<file path="src/hw/ald_map.svh">
// Register offsets, flag positions, reset values and operand constants of the 8-bit datapath.
// Assumes a 32-bit APB bus with byte addresses on an 8-bit paddr.
`ifndef ALD_MAP_SVH
`define ALD_MAP_SVH

`define ALD_OFF_CTRL 8'h00
`define ALD_OFF_DEST 8'h04
`define ALD_OFF_SRC 8'h08
`define ALD_OFF_HIGH 8'h0C
`define ALD_OFF_IMM 8'h10
`define ALD_OFF_FLAGS 8'h14

`define ALD_CTRL_OP_MSB 4
`define ALD_CTRL_BUSY_BIT 8

`define ALD_FLAG_C 0
`define ALD_FLAG_Z 1
`define ALD_FLAG_N 2
`define ALD_FLAG_V 3
`define ALD_FLAG_S 4
`define ALD_FLAG_H 5

`define ALD_RST_BYTE 8'h00
`define ALD_RST_WORD 32'h0000_0000
`define ALD_ZERO_BYTE 8'h00
`define ALD_ALL_ONES 8'hFF
`define ALD_ONE_BYTE 8'h01
`define ALD_SIGN_MIN 8'h80
`define ALD_NIBBLE_MAX 5'h0F

`endif

</file>
<file path="src/hw/ald_pkg.sv">
// Types of the 8-bit arithmetic and logic datapath: operation codes, sequencer states and the state record.
// Assumes nothing of its surroundings.
package ald_pkg;

  typedef enum logic [4:0] {
    ALD_OP_ADD = 5'b00000,
    ALD_OP_ADD_CARRY = 5'b00001,
    ALD_OP_WORD_ADD_IMMEDIATE = 5'b00010,
    ALD_OP_SUB = 5'b00011,
    ALD_OP_SUBTRACT_CONSTANT = 5'b00100,
    ALD_OP_SUBTRACT_WITH_BORROW = 5'b00101,
    ALD_OP_SUBTRACT_CONSTANT_WITH_BORROW = 5'b00110,
    ALD_OP_WORD_SUBTRACT_IMMEDIATE = 5'b00111,
    ALD_OP_AND = 5'b01000,
    ALD_OP_AND_CONSTANT = 5'b01001,
    ALD_OP_OR = 5'b01010,
    ALD_OP_OR_CONSTANT = 5'b01011,
    ALD_OP_EXCLUSIVE_OR = 5'b01100,
    ALD_OP_TWOS_COMPLEMENT_FLIP = 5'b01101,
    ALD_OP_SET_BITS_MASKED = 5'b01110,
    ALD_OP_CLEAR_BITS_MASKED = 5'b01111,
    ALD_OP_INCREMENT = 5'b10000,
    ALD_OP_ZERO_SIGN_TEST = 5'b10001
  } ald_op_e;

  typedef enum logic [0:0] {
    ALD_ST_IDLE = 1'b0,
    ALD_ST_WORD_HI = 1'b1
  } ald_state_e;

  typedef struct packed {
    ald_state_e st;
    ald_op_e op;
    logic [7:0] dest;
    logic [7:0] src;
    logic [7:0] high;
    logic [7:0] imm;
    logic [7:0] sreg;
    logic lo_carry;
    logic pready;
    logic pslverr;
    logic [31:0] prdata;
  } ald_state_s;

endpackage
</file>
<file path="src/hw/ald_datapath.sv">
// 8-bit arithmetic and logic datapath with its operand and flag registers behind an APB slave.
// Assumes one clock pclk, an asynchronous active-low reset and an APB master that holds each request.
// Functional notes
// - Add registers, optional carry, one clock, ZCNVH.
// - Word add constant to pair, two clocks, ZCNVS.
// - Word subtract constant from pair, two clocks.
// - Subtract register or constant, one clock, ZCNVH.
// - Subtract operand and carry, one clock, ZCNVH.
// - AND with register or constant, flags ZNV.
// - OR, exclusive OR, OR constant: ZNV only.
// - Negate as zero minus value, ZCNVH.
// - Set bits: OR with mask, ZNV.
// - Clear bits: AND with all-ones minus mask.
// - Increment by one, carry left untouched.
// - Test: AND with itself, value unchanged.
`timescale 1ns/1ps
`include "ald_map.svh"

module ald_datapath (
  input wire logic pclk,
  input wire logic presetn,
  input wire logic psel,
  input wire logic penable,
  input wire logic pwrite,
  input wire logic [7:0] paddr,
  input wire logic [31:0] pwdata,
  output logic [31:0] prdata,
  output logic pready,
  output logic pslverr,
  output logic [7:0] status_flags,
  output logic busy
);
  import ald_pkg::*;

  ald_state_s s_q;
  ald_state_s s_d;

  // Sum with carry out and carry out of bit 3.
  function automatic logic [9:0] add8(input logic [7:0] a, input logic [7:0] b, input logic cin);
    logic [8:0] full;
    logic [4:0] nib;
    full = {1'b0, a} + {1'b0, b} + {8'h00, cin};
    nib = {1'b0, a[3:0]} + {1'b0, b[3:0]} + {4'h0, cin};
    return {full[8], (nib > `ALD_NIBBLE_MAX), full[7:0]};
  endfunction

  // Borrow comes from a compare of the widened operands, so no sign tricks are needed.
  // Difference with borrow out and borrow out of bit 3.
  function automatic logic [9:0] sub8(input logic [7:0] a, input logic [7:0] b, input logic bin);
    logic [8:0] need;
    logic [4:0] nib;
    logic [7:0] diff;
    need = {1'b0, b} + {8'h00, bin};
    nib = {1'b0, b[3:0]} + {4'h0, bin};
    diff = a - b - {7'h00, bin};
    return {(need > {1'b0, a}), (nib > {1'b0, a[3:0]}), diff};
  endfunction

  // Address decode is a priority chain; only one offset can match at a time.
  // Any other address is flagged as an error instead of being aliased.
  logic sel_ctrl;
  logic sel_dest;
  logic sel_src;
  logic sel_high;
  logic sel_imm;
  logic sel_flags;
  logic mapped;
  logic [31:0] rd_word;

  always_comb begin
    sel_ctrl = 1'b0;
    sel_dest = 1'b0;
    sel_src = 1'b0;
    sel_high = 1'b0;
    sel_imm = 1'b0;
    sel_flags = 1'b0;
    if (paddr == `ALD_OFF_CTRL) begin
      sel_ctrl = 1'b1;
    end else if (paddr == `ALD_OFF_DEST) begin
      sel_dest = 1'b1;
    end else if (paddr == `ALD_OFF_SRC) begin
      sel_src = 1'b1;
    end else if (paddr == `ALD_OFF_HIGH) begin
      sel_high = 1'b1;
    end else if (paddr == `ALD_OFF_IMM) begin
      sel_imm = 1'b1;
    end else if (paddr == `ALD_OFF_FLAGS) begin
      sel_flags = 1'b1;
    end
    mapped = sel_ctrl | sel_dest | sel_src | sel_high | sel_imm | sel_flags;
  end

  // Unused bits of a read word are zero, so software may compare whole words.
  always_comb begin
    rd_word = `ALD_RST_WORD;
    if (sel_ctrl) begin
      rd_word[`ALD_CTRL_OP_MSB:0] = s_q.op;
      rd_word[`ALD_CTRL_BUSY_BIT] = (s_q.st == ALD_ST_WORD_HI);
    end else if (sel_dest) begin
      rd_word[7:0] = s_q.dest;
    end else if (sel_src) begin
      rd_word[7:0] = s_q.src;
    end else if (sel_high) begin
      rd_word[7:0] = s_q.high;
    end else if (sel_imm) begin
      rd_word[7:0] = s_q.imm;
    end else if (sel_flags) begin
      rd_word[7:0] = s_q.sreg;
    end
  end

  // Operation decode and execution share one combinational pass over the state record.
  // The add8 and sub8 functions serve the byte add and subtract operations and the low byte of the word operations.
  logic wr_take;
  logic start;
  ald_op_e new_op;
  logic op_known;
  logic [9:0] ar;
  logic [7:0] res;
  logic [7:0] opnd;
  logic [7:0] hres;
  logic [15:0] word;
  logic c_in;

  always_comb begin
    s_d = s_q;
    res = s_q.dest;
    opnd = s_q.src;
    ar = 10'h000;
    hres = s_q.high;
    word = {s_q.high, s_q.dest};
    c_in = s_q.sreg[`ALD_FLAG_C];
    // Unknown codes are dropped without an error, so a newer program cannot stall the bus.
    // The last valid code stays readable in the control register.
    new_op = ald_op_e'(pwdata[`ALD_CTRL_OP_MSB:0]);
    op_known = 1'b1;
    case (new_op)
      ALD_OP_ADD, ALD_OP_ADD_CARRY, ALD_OP_WORD_ADD_IMMEDIATE, ALD_OP_SUB,
      ALD_OP_SUBTRACT_CONSTANT, ALD_OP_SUBTRACT_WITH_BORROW,
      ALD_OP_SUBTRACT_CONSTANT_WITH_BORROW, ALD_OP_WORD_SUBTRACT_IMMEDIATE,
      ALD_OP_AND, ALD_OP_AND_CONSTANT, ALD_OP_OR, ALD_OP_OR_CONSTANT,
      ALD_OP_EXCLUSIVE_OR, ALD_OP_TWOS_COMPLEMENT_FLIP, ALD_OP_SET_BITS_MASKED,
      ALD_OP_CLEAR_BITS_MASKED, ALD_OP_INCREMENT, ALD_OP_ZERO_SIGN_TEST: op_known = 1'b1;
      default: op_known = 1'b0;
    endcase

    // The answer comes one cycle after setup, so the registers only move at the access edge.
    s_d.pready = psel & ~penable;
    if (psel & ~penable) begin
      s_d.prdata = pwrite ? `ALD_RST_WORD : rd_word;
      s_d.pslverr = ~mapped;
    end
    wr_take = psel & penable & s_q.pready & pwrite & mapped;
    // A control write while the word sequence runs is ignored; the bus spacing keeps it from happening.
    start = wr_take & sel_ctrl & op_known & (s_q.st == ALD_ST_IDLE);

    if (wr_take & sel_dest) begin
      s_d.dest = pwdata[7:0];
    end
    if (wr_take & sel_src) begin
      s_d.src = pwdata[7:0];
    end
    if (wr_take & sel_high) begin
      s_d.high = pwdata[7:0];
    end
    if (wr_take & sel_imm) begin
      s_d.imm = pwdata[7:0];
    end
    if (wr_take & sel_flags) begin
      s_d.sreg = pwdata[7:0];
    end

    case (s_q.st)
      ALD_ST_IDLE: begin
        if (start) begin
          s_d.op = new_op;
          // Every branch writes only the flags it names; the rest stay as they were.
          case (new_op)
            ALD_OP_ADD, ALD_OP_ADD_CARRY: begin
              ar = add8(s_q.dest, s_q.src, (new_op == ALD_OP_ADD_CARRY) & c_in);
              res = ar[7:0];
              s_d.sreg[`ALD_FLAG_C] = ar[9];
              s_d.sreg[`ALD_FLAG_H] = ar[8];
              s_d.sreg[`ALD_FLAG_V] = (s_q.dest[7] & s_q.src[7] & ~res[7]) |
                                       (~s_q.dest[7] & ~s_q.src[7] & res[7]);
              s_d.sreg[`ALD_FLAG_N] = res[7];
              s_d.sreg[`ALD_FLAG_Z] = (res == `ALD_ZERO_BYTE);
              s_d.dest = res;
            end
            ALD_OP_SUB, ALD_OP_SUBTRACT_CONSTANT, ALD_OP_SUBTRACT_WITH_BORROW,
            ALD_OP_SUBTRACT_CONSTANT_WITH_BORROW, ALD_OP_TWOS_COMPLEMENT_FLIP: begin
              if ((new_op == ALD_OP_SUBTRACT_CONSTANT) | (new_op == ALD_OP_SUBTRACT_CONSTANT_WITH_BORROW)) begin
                opnd = s_q.imm;
              end
              if (new_op == ALD_OP_TWOS_COMPLEMENT_FLIP) begin
                ar = sub8(`ALD_ZERO_BYTE, s_q.dest, 1'b0);
                opnd = s_q.dest;
              end else begin
                ar = sub8(s_q.dest, opnd, ((new_op == ALD_OP_SUBTRACT_WITH_BORROW) |
                          (new_op == ALD_OP_SUBTRACT_CONSTANT_WITH_BORROW)) & c_in);
              end
              res = ar[7:0];
              s_d.sreg[`ALD_FLAG_C] = ar[9];
              s_d.sreg[`ALD_FLAG_H] = ar[8];
              if (new_op == ALD_OP_TWOS_COMPLEMENT_FLIP) begin
                s_d.sreg[`ALD_FLAG_V] = (res == `ALD_SIGN_MIN);
              end else begin
                s_d.sreg[`ALD_FLAG_V] = (s_q.dest[7] & ~opnd[7] & ~res[7]) |
                                         (~s_q.dest[7] & opnd[7] & res[7]);
              end
              s_d.sreg[`ALD_FLAG_N] = res[7];
              s_d.sreg[`ALD_FLAG_Z] = (res == `ALD_ZERO_BYTE);
              s_d.dest = res;
            end
            ALD_OP_WORD_ADD_IMMEDIATE, ALD_OP_WORD_SUBTRACT_IMMEDIATE: begin
              // Low byte now, high byte and flags ZCNVS at the second clock.
              if (new_op == ALD_OP_WORD_ADD_IMMEDIATE) begin
                ar = add8(s_q.dest, s_q.imm, 1'b0);
              end else begin
                ar = sub8(s_q.dest, s_q.imm, 1'b0);
              end
              s_d.dest = ar[7:0];
              // The low byte's carry or borrow waits one clock in the state record.
              s_d.lo_carry = ar[9];
              s_d.st = ALD_ST_WORD_HI;
            end
            default: begin
              if ((new_op == ALD_OP_AND) | (new_op == ALD_OP_ZERO_SIGN_TEST)) begin
                res = s_q.dest & ((new_op == ALD_OP_AND) ? s_q.src : s_q.dest);
              end else if (new_op == ALD_OP_AND_CONSTANT) begin
                res = s_q.dest & s_q.imm;
              end else if (new_op == ALD_OP_OR) begin
                res = s_q.dest | s_q.src;
              end else if (new_op == ALD_OP_EXCLUSIVE_OR) begin
                res = s_q.dest ^ s_q.src;
              end else if (new_op == ALD_OP_OR_CONSTANT) begin
                res = s_q.dest | s_q.imm;
              end else if (new_op == ALD_OP_SET_BITS_MASKED) begin
                res = s_q.dest | s_q.imm;
              end else if (new_op == ALD_OP_CLEAR_BITS_MASKED) begin
                res = s_q.dest & (`ALD_ALL_ONES - s_q.imm);
              end else begin
                res = s_q.dest + `ALD_ONE_BYTE;
              end
              // Logic results clear overflow; increment flags a wrap into the sign bit.
              s_d.sreg[`ALD_FLAG_V] = (new_op == ALD_OP_INCREMENT) & (res == `ALD_SIGN_MIN);
              s_d.sreg[`ALD_FLAG_N] = res[7];
              s_d.sreg[`ALD_FLAG_Z] = (res == `ALD_ZERO_BYTE);
              s_d.dest = res;
            end
          endcase
        end
      end
      ALD_ST_WORD_HI: begin
        // The constant is only eight bits wide, so the high byte just absorbs the carry or borrow.
        // Half carry is left alone here because word operations do not name it.
        if (s_q.op == ALD_OP_WORD_ADD_IMMEDIATE) begin
          hres = s_q.high + {7'h00, s_q.lo_carry};
          s_d.sreg[`ALD_FLAG_C] = ~hres[7] & s_q.high[7];
          s_d.sreg[`ALD_FLAG_V] = hres[7] & ~s_q.high[7];
        end else begin
          hres = s_q.high - {7'h00, s_q.lo_carry};
          s_d.sreg[`ALD_FLAG_C] = hres[7] & ~s_q.high[7];
          s_d.sreg[`ALD_FLAG_V] = ~hres[7] & s_q.high[7];
        end
        word = {hres, s_q.dest};
        s_d.sreg[`ALD_FLAG_N] = hres[7];
        s_d.sreg[`ALD_FLAG_S] = hres[7] ^ s_d.sreg[`ALD_FLAG_V];
        s_d.sreg[`ALD_FLAG_Z] = (word == {`ALD_ZERO_BYTE, `ALD_ZERO_BYTE});
        s_d.high = hres;
        s_d.st = ALD_ST_IDLE;
      end
      default: begin
        s_d.st = ALD_ST_IDLE;
      end
    endcase
  end

  // Reset clears every operand and flag, so the first operation after reset sees known values.
  // Only constants are loaded in the reset branch to keep the asynchronous path clean.
  always_ff @(posedge pclk or negedge presetn) begin
    if (!presetn) begin
      s_q.st <= ALD_ST_IDLE;
      s_q.op <= ALD_OP_ADD;
      s_q.dest <= `ALD_RST_BYTE;
      s_q.src <= `ALD_RST_BYTE;
      s_q.high <= `ALD_RST_BYTE;
      s_q.imm <= `ALD_RST_BYTE;
      s_q.sreg <= `ALD_RST_BYTE;
      s_q.lo_carry <= 1'b0;
      s_q.pready <= 1'b0;
      s_q.pslverr <= 1'b0;
      s_q.prdata <= `ALD_RST_WORD;
    end else begin
      s_q <= s_d;
    end
  end

  // Every output is a plain copy of a state bit, so nothing glitches between edges.
  assign prdata = s_q.prdata;
  assign pready = s_q.pready;
  assign pslverr = s_q.pslverr;
  assign status_flags = s_q.sreg;
  assign busy = (s_q.st == ALD_ST_WORD_HI);

endmodule

</file>
<file path="config.mk">
export PLATFORM = sky130hd
export DESIGN_NAME = ald_datapath
export DESIGN_NICKNAME = d
export VERILOG_FILES = /design/src/hw/ald_pkg.sv /design/src/hw/ald_datapath.sv
export VERILOG_INCLUDE_DIRS = /design/src /design/src/hw
export SDC_FILE = /design/constraint.sdc
export NUM_CORES = 1
export LEC_CHECK = 0
export ABC_AREA = 1
export ABC_CLOCK_PERIOD_IN_PS = 7600
export BUFFER_PORTS_ARGS = -buffer_cell sky130_fd_sc_hd__buf_2
export CAP_MARGIN = 20
export CELL_PAD_IN_SITES_DETAIL_PLACEMENT = 1
export CELL_PAD_IN_SITES_GLOBAL_PLACEMENT = 2
export CORE_MARGIN = 5
export CORE_UTILIZATION = 37
export CTS_BUF_LIST = sky130_fd_sc_hd__clkbuf_4
export CTS_CLUSTER_DIAMETER = 200
export CTS_CLUSTER_SIZE = 14
export DETAILED_ROUTE_END_ITERATION = 16
export PLACE_DENSITY_LB_ADDON = 0.1
export SLEW_MARGIN = 15
export SYNTH_ARGS = -nofsm -noshare
export SYNTH_HDL_FRONTEND = slang
export SYNTH_SLANG_ARGS = --single-unit
</file>
<file path="constraint.sdc">
create_clock -name pclk -period 7.6 [get_ports pclk]
set_clock_uncertainty 0.2 [all_clocks]
set_input_delay 0.38 -clock pclk [delete_from_list [all_inputs] [get_ports pclk]]
set_output_delay 0.38 -clock pclk [all_outputs]
set_load 0.005 [all_outputs]
</file>
==> flow_summary.toml, run 1 <==
[worst_setup_path]
cp_slowest_cell = "nor3_1"
r2r-start = "status_flags[0]"
critPathTopFamily = "simple AND/OR/NAND/NOR gates"
critPathBufInv = 3
path_common_cell = "nand2_1"
arrival_ns = 4.25
critPathKind = "in -> reg"
critPathLaunch = "pwdata[3]"
end_kind = "flip-flop"
cp_max_fo = 6
cp.required_ns = 7.73
crit_chain = "buf_2 > inv_2 > nand2_1 > nor2_4 > nand2_1 > nor3_1 > ha_1 > ha_1 > nand3_1 > nand3b_4 > xor2_1 > inv_1 > ha_1 > nand2_1 > or4_1 > nand2_1 > nand3_1 > nand3_1 > o21ai_0 > nand2_1 > nand3_1"
slowest_delay_ns = 0.65
cp-start-kind = "input port"

[finish]
instances_no_fill = 1350
nets = 1204
antennaDiodeCount = 0
syn2layout_area_growth_pct = 6.066
drive_above_1_share = 0.1171
n_fill_cell = 2565

[synthesis]
ys_warn_count = 0
synth_top_area_share = 0.2016
synth_edf_count = 0
synthTopCellsByArea = "dfrtp_1, ha_1, nand2_1, inv_1, o21ai_0"
ys_seq_area_frac = 0.2016
syn_inst = 1063
yosysUniqueCellTypes = 58
synthFlopType = "dfrtp_1"
synth_area_per_cell_sq_um = 6.772
async_flop_share = 1.000
syn-cell-area_sq_um = 7198
synth-seq-cells = 58
yosysTopAreaCell = "dfrtp_1"

[pwr]
power.density_nw_per_um2 = 93.98
seq_power_share = 0.435
p_leak_nw = 3.726
power_mw = 0.7175
internal-power_mw = 0.5042
sw_frac_of_total = 0.2973
combPwrFrac = 0.130
p_sw_mw = 0.2133
pwr-share-clk = 0.436
peakVddDrop_mv = 0.08488

[clocking]
cts_buffer_depth = 2
cts_inserted_buffers = 9
cts_tree = "done"
cts_root_buffer = "clkbuf_4"
clock_latency_ns = 0.44
htreeDepth = 3
postCtsSetupBuffers = 0
cts_sinks = 58
path_clk_slew_ns = 0.12

[placed_design]
port_buffers = 40
place_congestion = 0.9672
placedCellCount = 1329
dp_hpwl_um = 22260

[route]
avgRoutedWirePerCell_um = 20.94
drc = 0
wirelength_um = 28280
drt_pass1_iterations = 5
vias = 7263
drt_iter0_drc = 404
ant_nets = 0
viasPerCell = 5.380

[floorplan]
io_pins = 88
initial_core_util = 0.3723
die_area_sq_um = 22340
placement_rows = 51
core_sq_um = 19330
die-width_um = 149.5
die_h_um = 149.5

[sta]
drv_slew = 0
finalHoldViolCount = 0
tightest_slew_ns = 1.024
timing.final.crit_share = 0.5418
rsz0062_at_grt = "no"
layout_min_cycle_time_ns = 4.117
setup_viol_count_final = 0
relSlewSlack = 0.3127
fmaxAchievable_ghz = 0.2429
tns_ns = 0

[global_route]
antenna_found_initial = 0
grt_max_degree = 59
gr-usage-all-layers = 0.2541
first_global_vias = 7112
grt_first_pass_wirelength_um = 42610
grt-ovfl-total = 0

[hold_path]
min_path_type = "in -> reg"
hold_start = "pwdata[5]"

[status]
outcome = "completed"

[job]
cap_violations = 0
-- synthesized netlist by cell type, drive strengths merged, types with 6 or more instances --
library cell,count
o21bai,8
inv,146
xor2,18
nor3,11
o21ai,115
nand2,246
o22ai,6
xnor2,7
o31ai,6
a21oi,65
nor2,79
clkbuf,15
ha,73
o221ai,7
nand4,15
or2,6
nand3,64
buf,53
a211oi,12
dfrtp,58
o211ai,13
fa,6
-- what timing repair did --
action                     in CTS  in global routing
hold endpoints to repair       61                  0
hold buffers                    5                  0
setup endpoints to repair       0                  0
gates resized for setup         0                  0
-- worst min-delay path, cell delays in order --
cell	delay (ns)
buf_2	0.10
nand3_1	0.08
o211ai_1	0.10
-- registers in the layout (all words and copies together) (netlist names) --
register and count:
s_q 38, pslverr 1, status_flags 8, prdata 9
busy 1, pready 1
-- layout by cell type, fill, tap and decap left out, types with 4 or more instances in the layout --
master and n:
nand2_1 239, inv_1 133, o21ai_0 92, ha_1 73
nor2_1 70, nand3_1 61, a21oi_1 58, dfrtp_1 58
buf_2 40, conb_1 23, xor2_1 18, nand4_1 14
inv_2 13, o211ai_1 13, a211oi_1 12, o21ai_2 11
o21ai_1 11, clkbuf_4 9, nor3_1 8, o21bai_1 8
nand2_2 7, xnor2_1 7, a21oi_2 7, o221ai_1 7
buf_4 7, o31ai_1 6, o22ai_1 6, fa_1 6
nor2_2 5, or2_2 5, a221oi_1 5, dlygate4sd3_1 5
nor2_4 4
-- layout make-up --
type | instances | area [sq um] | share of cell area
Tap cell | 265 | 331.6 | 0.04343
Inverter | 150 | 565.5 | 0.07407
Multi-Input combinational cell | 809 | 4791 | 0.6275
Clock buffer | 9 | 67.56 | 0.008850
Clock inverter | 7 | 125.1 | 0.01639
Sequential cell | 58 | 1451 | 0.1901
Timing Repair Buffer | 52 | 302.8 | 0.03966
-- worst paths after layout --
path,endpoint,depth (start not counted),slack (ns)
worst max-delay path,status_flags[0],21,3.48
worst min-delay path,s_q[56],3,0.07
worst max register to register,status_flags[0],17,3.62
worst min register to register,prdata[4],2,0.29
max in group asynchronous,prdata[1],3,6.22
min in group asynchronous,s_q[56],3,0.42
-- cell families (layout without fill, tap and decap cells) --
logic type / count (synthesis) / after routing / synth area share
simple gates: 432 / 432 / 0.2675
other cells: 1 / 23 / 0.0005210
flops: 58 / 58 / 0.2016
fa+ha+maj: 79 / 79 / 0.1436
xor+xnor: 25 / 25 / 0.03042
buf+inv: 218 / 218 / 0.1443
compound gates: 249 / 249 / 0.2107
mux: 1 / 1 / 0.001391
-- power groups by stage --
stage	Clock, mW	Combinational (mW)	Sequential [mW]
finish	0.313	0.0929	0.312
detailed placement	0	0.0899	0.318
global placement	0	0.0896	0.318
global route	0.331	0.103	0.312
floorplan	0	0.0618	0.318
CTS	0.315	0.0923	0.312
-- metal layers --
layer	GRT usage	wire (um)
met4	0.06087	660
met2	0.3971	12530
met5	0	0
met3	0.03816	1491
met1	0.3697	13600
-- metrics by stage --
stage	utilization	hold slack (ns)	setup WS [ns]	instance area (sq um)
finish	0.3949	0.06575	3.483	7635
global route	0.3949	0.05144	3.195	7635
CTS	0.3949	0.04650	3.500	7635
detailed placement	0.3823	0.2618	3.013	7392
global placement	0.3823	0.2617	3.034	7392
floorplan	-	-0.1156	4.023	7281
Note: power is estimated with default switching activity, not from simulation.
==> run 2, diff against run 1 <==
- ABC_CLOCK_PERIOD_IN_PS: 7600 -> 4150
- CORE_UTILIZATION: 37 -> 34
- clock period: 7.6 -> 4.15 ns (I/O delays scaled with it)
==> flow_summary.toml, run 2 (same netlist as run 1, synthesis figures left out) <==
[status]
outcome = "completed"

[sta]
drv_slew = 0
fin_ws_ns = 0.2317
rsz0062_at_grt = "no"
tightest_slew_ns = 0.7775
timing.final.crit_share = 0.9442
fmaxAchievable_ghz = 0.2552
finalHoldViolCount = 0
timing.hold.ws_ns = 0.03835
relSlewSlack = 0.4789
layout_min_cycle_time_ns = 3.918
setup_viol_count_final = 0

[floorplan]
die_h_um = 155.5
die-width_um = 155.5
core_sq_um = 20960
die_area_sq_um = 24180
initial_core_util = 0.3435
placement_rows = 53
io_pins = 88

[global_route]
grt_max_degree = 39
grt_first_pass_wirelength_um = 45430
antenna_found_initial = 0
grt-busiest-layer = "met2"
grtUsageMet3 = 0.03700
gr-usage-all-layers = 0.2489
grt-ovfl-total = 0
first_global_vias = 7380
met2_usage = 0.3967
use_met1 = 0.3608

[route]
viasPerCell = 5.276
drt_pass1_iterations = 5
drt_iter0_drc = 596
avgRoutedWirePerCell_um = 21.40
ant_nets = 0
wirelength_um = 30130
vias = 7429
drc = 0

[pwr]
peakVddDrop_mv = 0.1020
power_mw = 1.182
power.density_nw_per_um2 = 148.3
p_leak_nw = 3.922

[clocking]
cts_inserted_buffers = 9
htreeDepth = 3
cts_buffer_depth = 2
clock_latency_ns = 0.45
path_clk_slew_ns = 0.11
cts_root_buffer = "clkbuf_4"
cts_sinks = 58
cts_tree = "done"

[job]
cap_violations = 0

[finish]
final_area_sq_um = 7971
syn2layout_area_growth_pct = 10.74
drive_above_1_share = 0.1474
antennaDiodeCount = 0
final_common_cell = "nand2_1"
regMostFlops = "s_q"
nets = 1253
instances_no_fill = 1408
final_cell_mix = "nand2_1, inv_1, o21ai_0"
n_fill_cell = 2802
largest_reg_flops = 38

[worst_setup_path]
critPathBufInv = 5
end_kind = "flip-flop"
slowest_delay_ns = 0.52
r2r_cells = 23
cp_slowest_cell = "dlygate4sd3_1"
cp-start-kind = "input port"
cp.required_ns = 4.27
critPathTopFamily = "simple AND/OR/NAND/NOR gates"
arrival_ns = 4.04
cp_max_fo = 5
cp_num_cells = 26
path_common_cell = "nand2_1"
critPathKind = "in -> reg"

[placed_design]
dp_hpwl_um = 24610
placedCellCount = 1380
dpl-instance-area_sq_um = 7712
dp_slack_ns = -0.02201
port_buffers = 40
place_congestion = 0.9473

[hold_path]
hold_path_depth = 3
min_path_type = "in -> reg"
-- run 2: changes by cell type in the layout (fill, tap and decap cells not counted) --
cell / before / now
buf_4: 7 / 49
dlygate4sd3_1: 5 / 12
clkinv_4: 3 / 0
clkinvlp_4: 0 / 3
o21ai_0: 92 / 89
o21ai_1: 11 / 14
bufinv_16: 3 / 1
clkbuf_4: 9 / 10
clkinv_1: 2 / 3
inv_6: 1 / 0
-- run 2: layout make-up --
| cell class | instances | area [sq um] | share of cell area |
|---|---|---|---|
| sequential | 58 | 1451 | 0.1821 |
| clock buffer | 10 | 75.07 | 0.009418 |
| inverter | 150 | 565.5 | 0.07095 |
| timing repair buffer | 101 | 688.2 | 0.08633 |
| multi-input combinational | 809 | 4791 | 0.6010 |
| clock inverter | 5 | 56.30 | 0.007063 |
| tap | 275 | 344.1 | 0.04316 |
-- run 2: final timing paths --
kind / start / end / slack [ns]
max reg2reg: s_q[59] / status_flags[0] / 0.60
max in group asynchronous: presetn / s_q[79] / 2.75
max: pwdata[2] / status_flags[0] / 0.23
min: pwdata[0] / s_q[43] / 0.04
min reg2reg: prdata[4] / prdata[4] / 0.28
min in group asynchronous: presetn / s_q[44] / 0.08
-- run 2: where the power goes --
group	switching [mW]	internal, mW	leakage (nW)
clock network	0.245	0.185	0.0621
registers	0.00253	0.568	0.716
logic	0.128	0.0533	3.14
total	0.376	0.806	3.92
-- run 2: per-layer routing --
layer	vias up	share of wire	wire length [um]
li1	3601	-	-
met1	3593	0.48	14460
met2	208	0.44	13400
met3	27	0.057	1721
met4	0	0.018	549
met5	-	0	0
-- run 2: timing repair --
action	4_1_cts	5_1_grt
hold buffers	12	0
setup endpoints to repair	0	3
endpoints found under the hold margin	42	0
buffers inserted	0	1
gates resized for setup	0	3
-- run 2: worst reg2reg max path, stage by stage (launching register included) --
cell and delay [ns]:
dfrtp_1 0.44, inv_1 0.13, nand2_1 0.06, o21ai_1 0.11, inv_1 0.10, ha_1 0.23
ha_1 0.20, buf_4 0.13, xnor2_1 0.14, inv_1 0.06, ha_1 0.29, nand2_1 0.12
nor2_1 0.05, o21ai_0 0.17, nand2_1 0.09, a21oi_1 0.13, o21ai_0 0.09, a21o_1 0.16
nand2_1 0.05, nand3_1 0.07, nand3_1 0.10, o21ai_1 0.11, nand2_1 0.10, nand3_1 0.09
-- run 2: per-stage QoR --
| step | util | setup TNS, ns |
|---|---|---|
| global placement | 0.3680 | 0 |
| global route | 0.3804 | 0 |
| finish | 0.3804 | 0 |
| detailed placement | 0.3680 | -0.02201 |
| floorplan | - | 0 |
| CTS | 0.3800 | 0 |
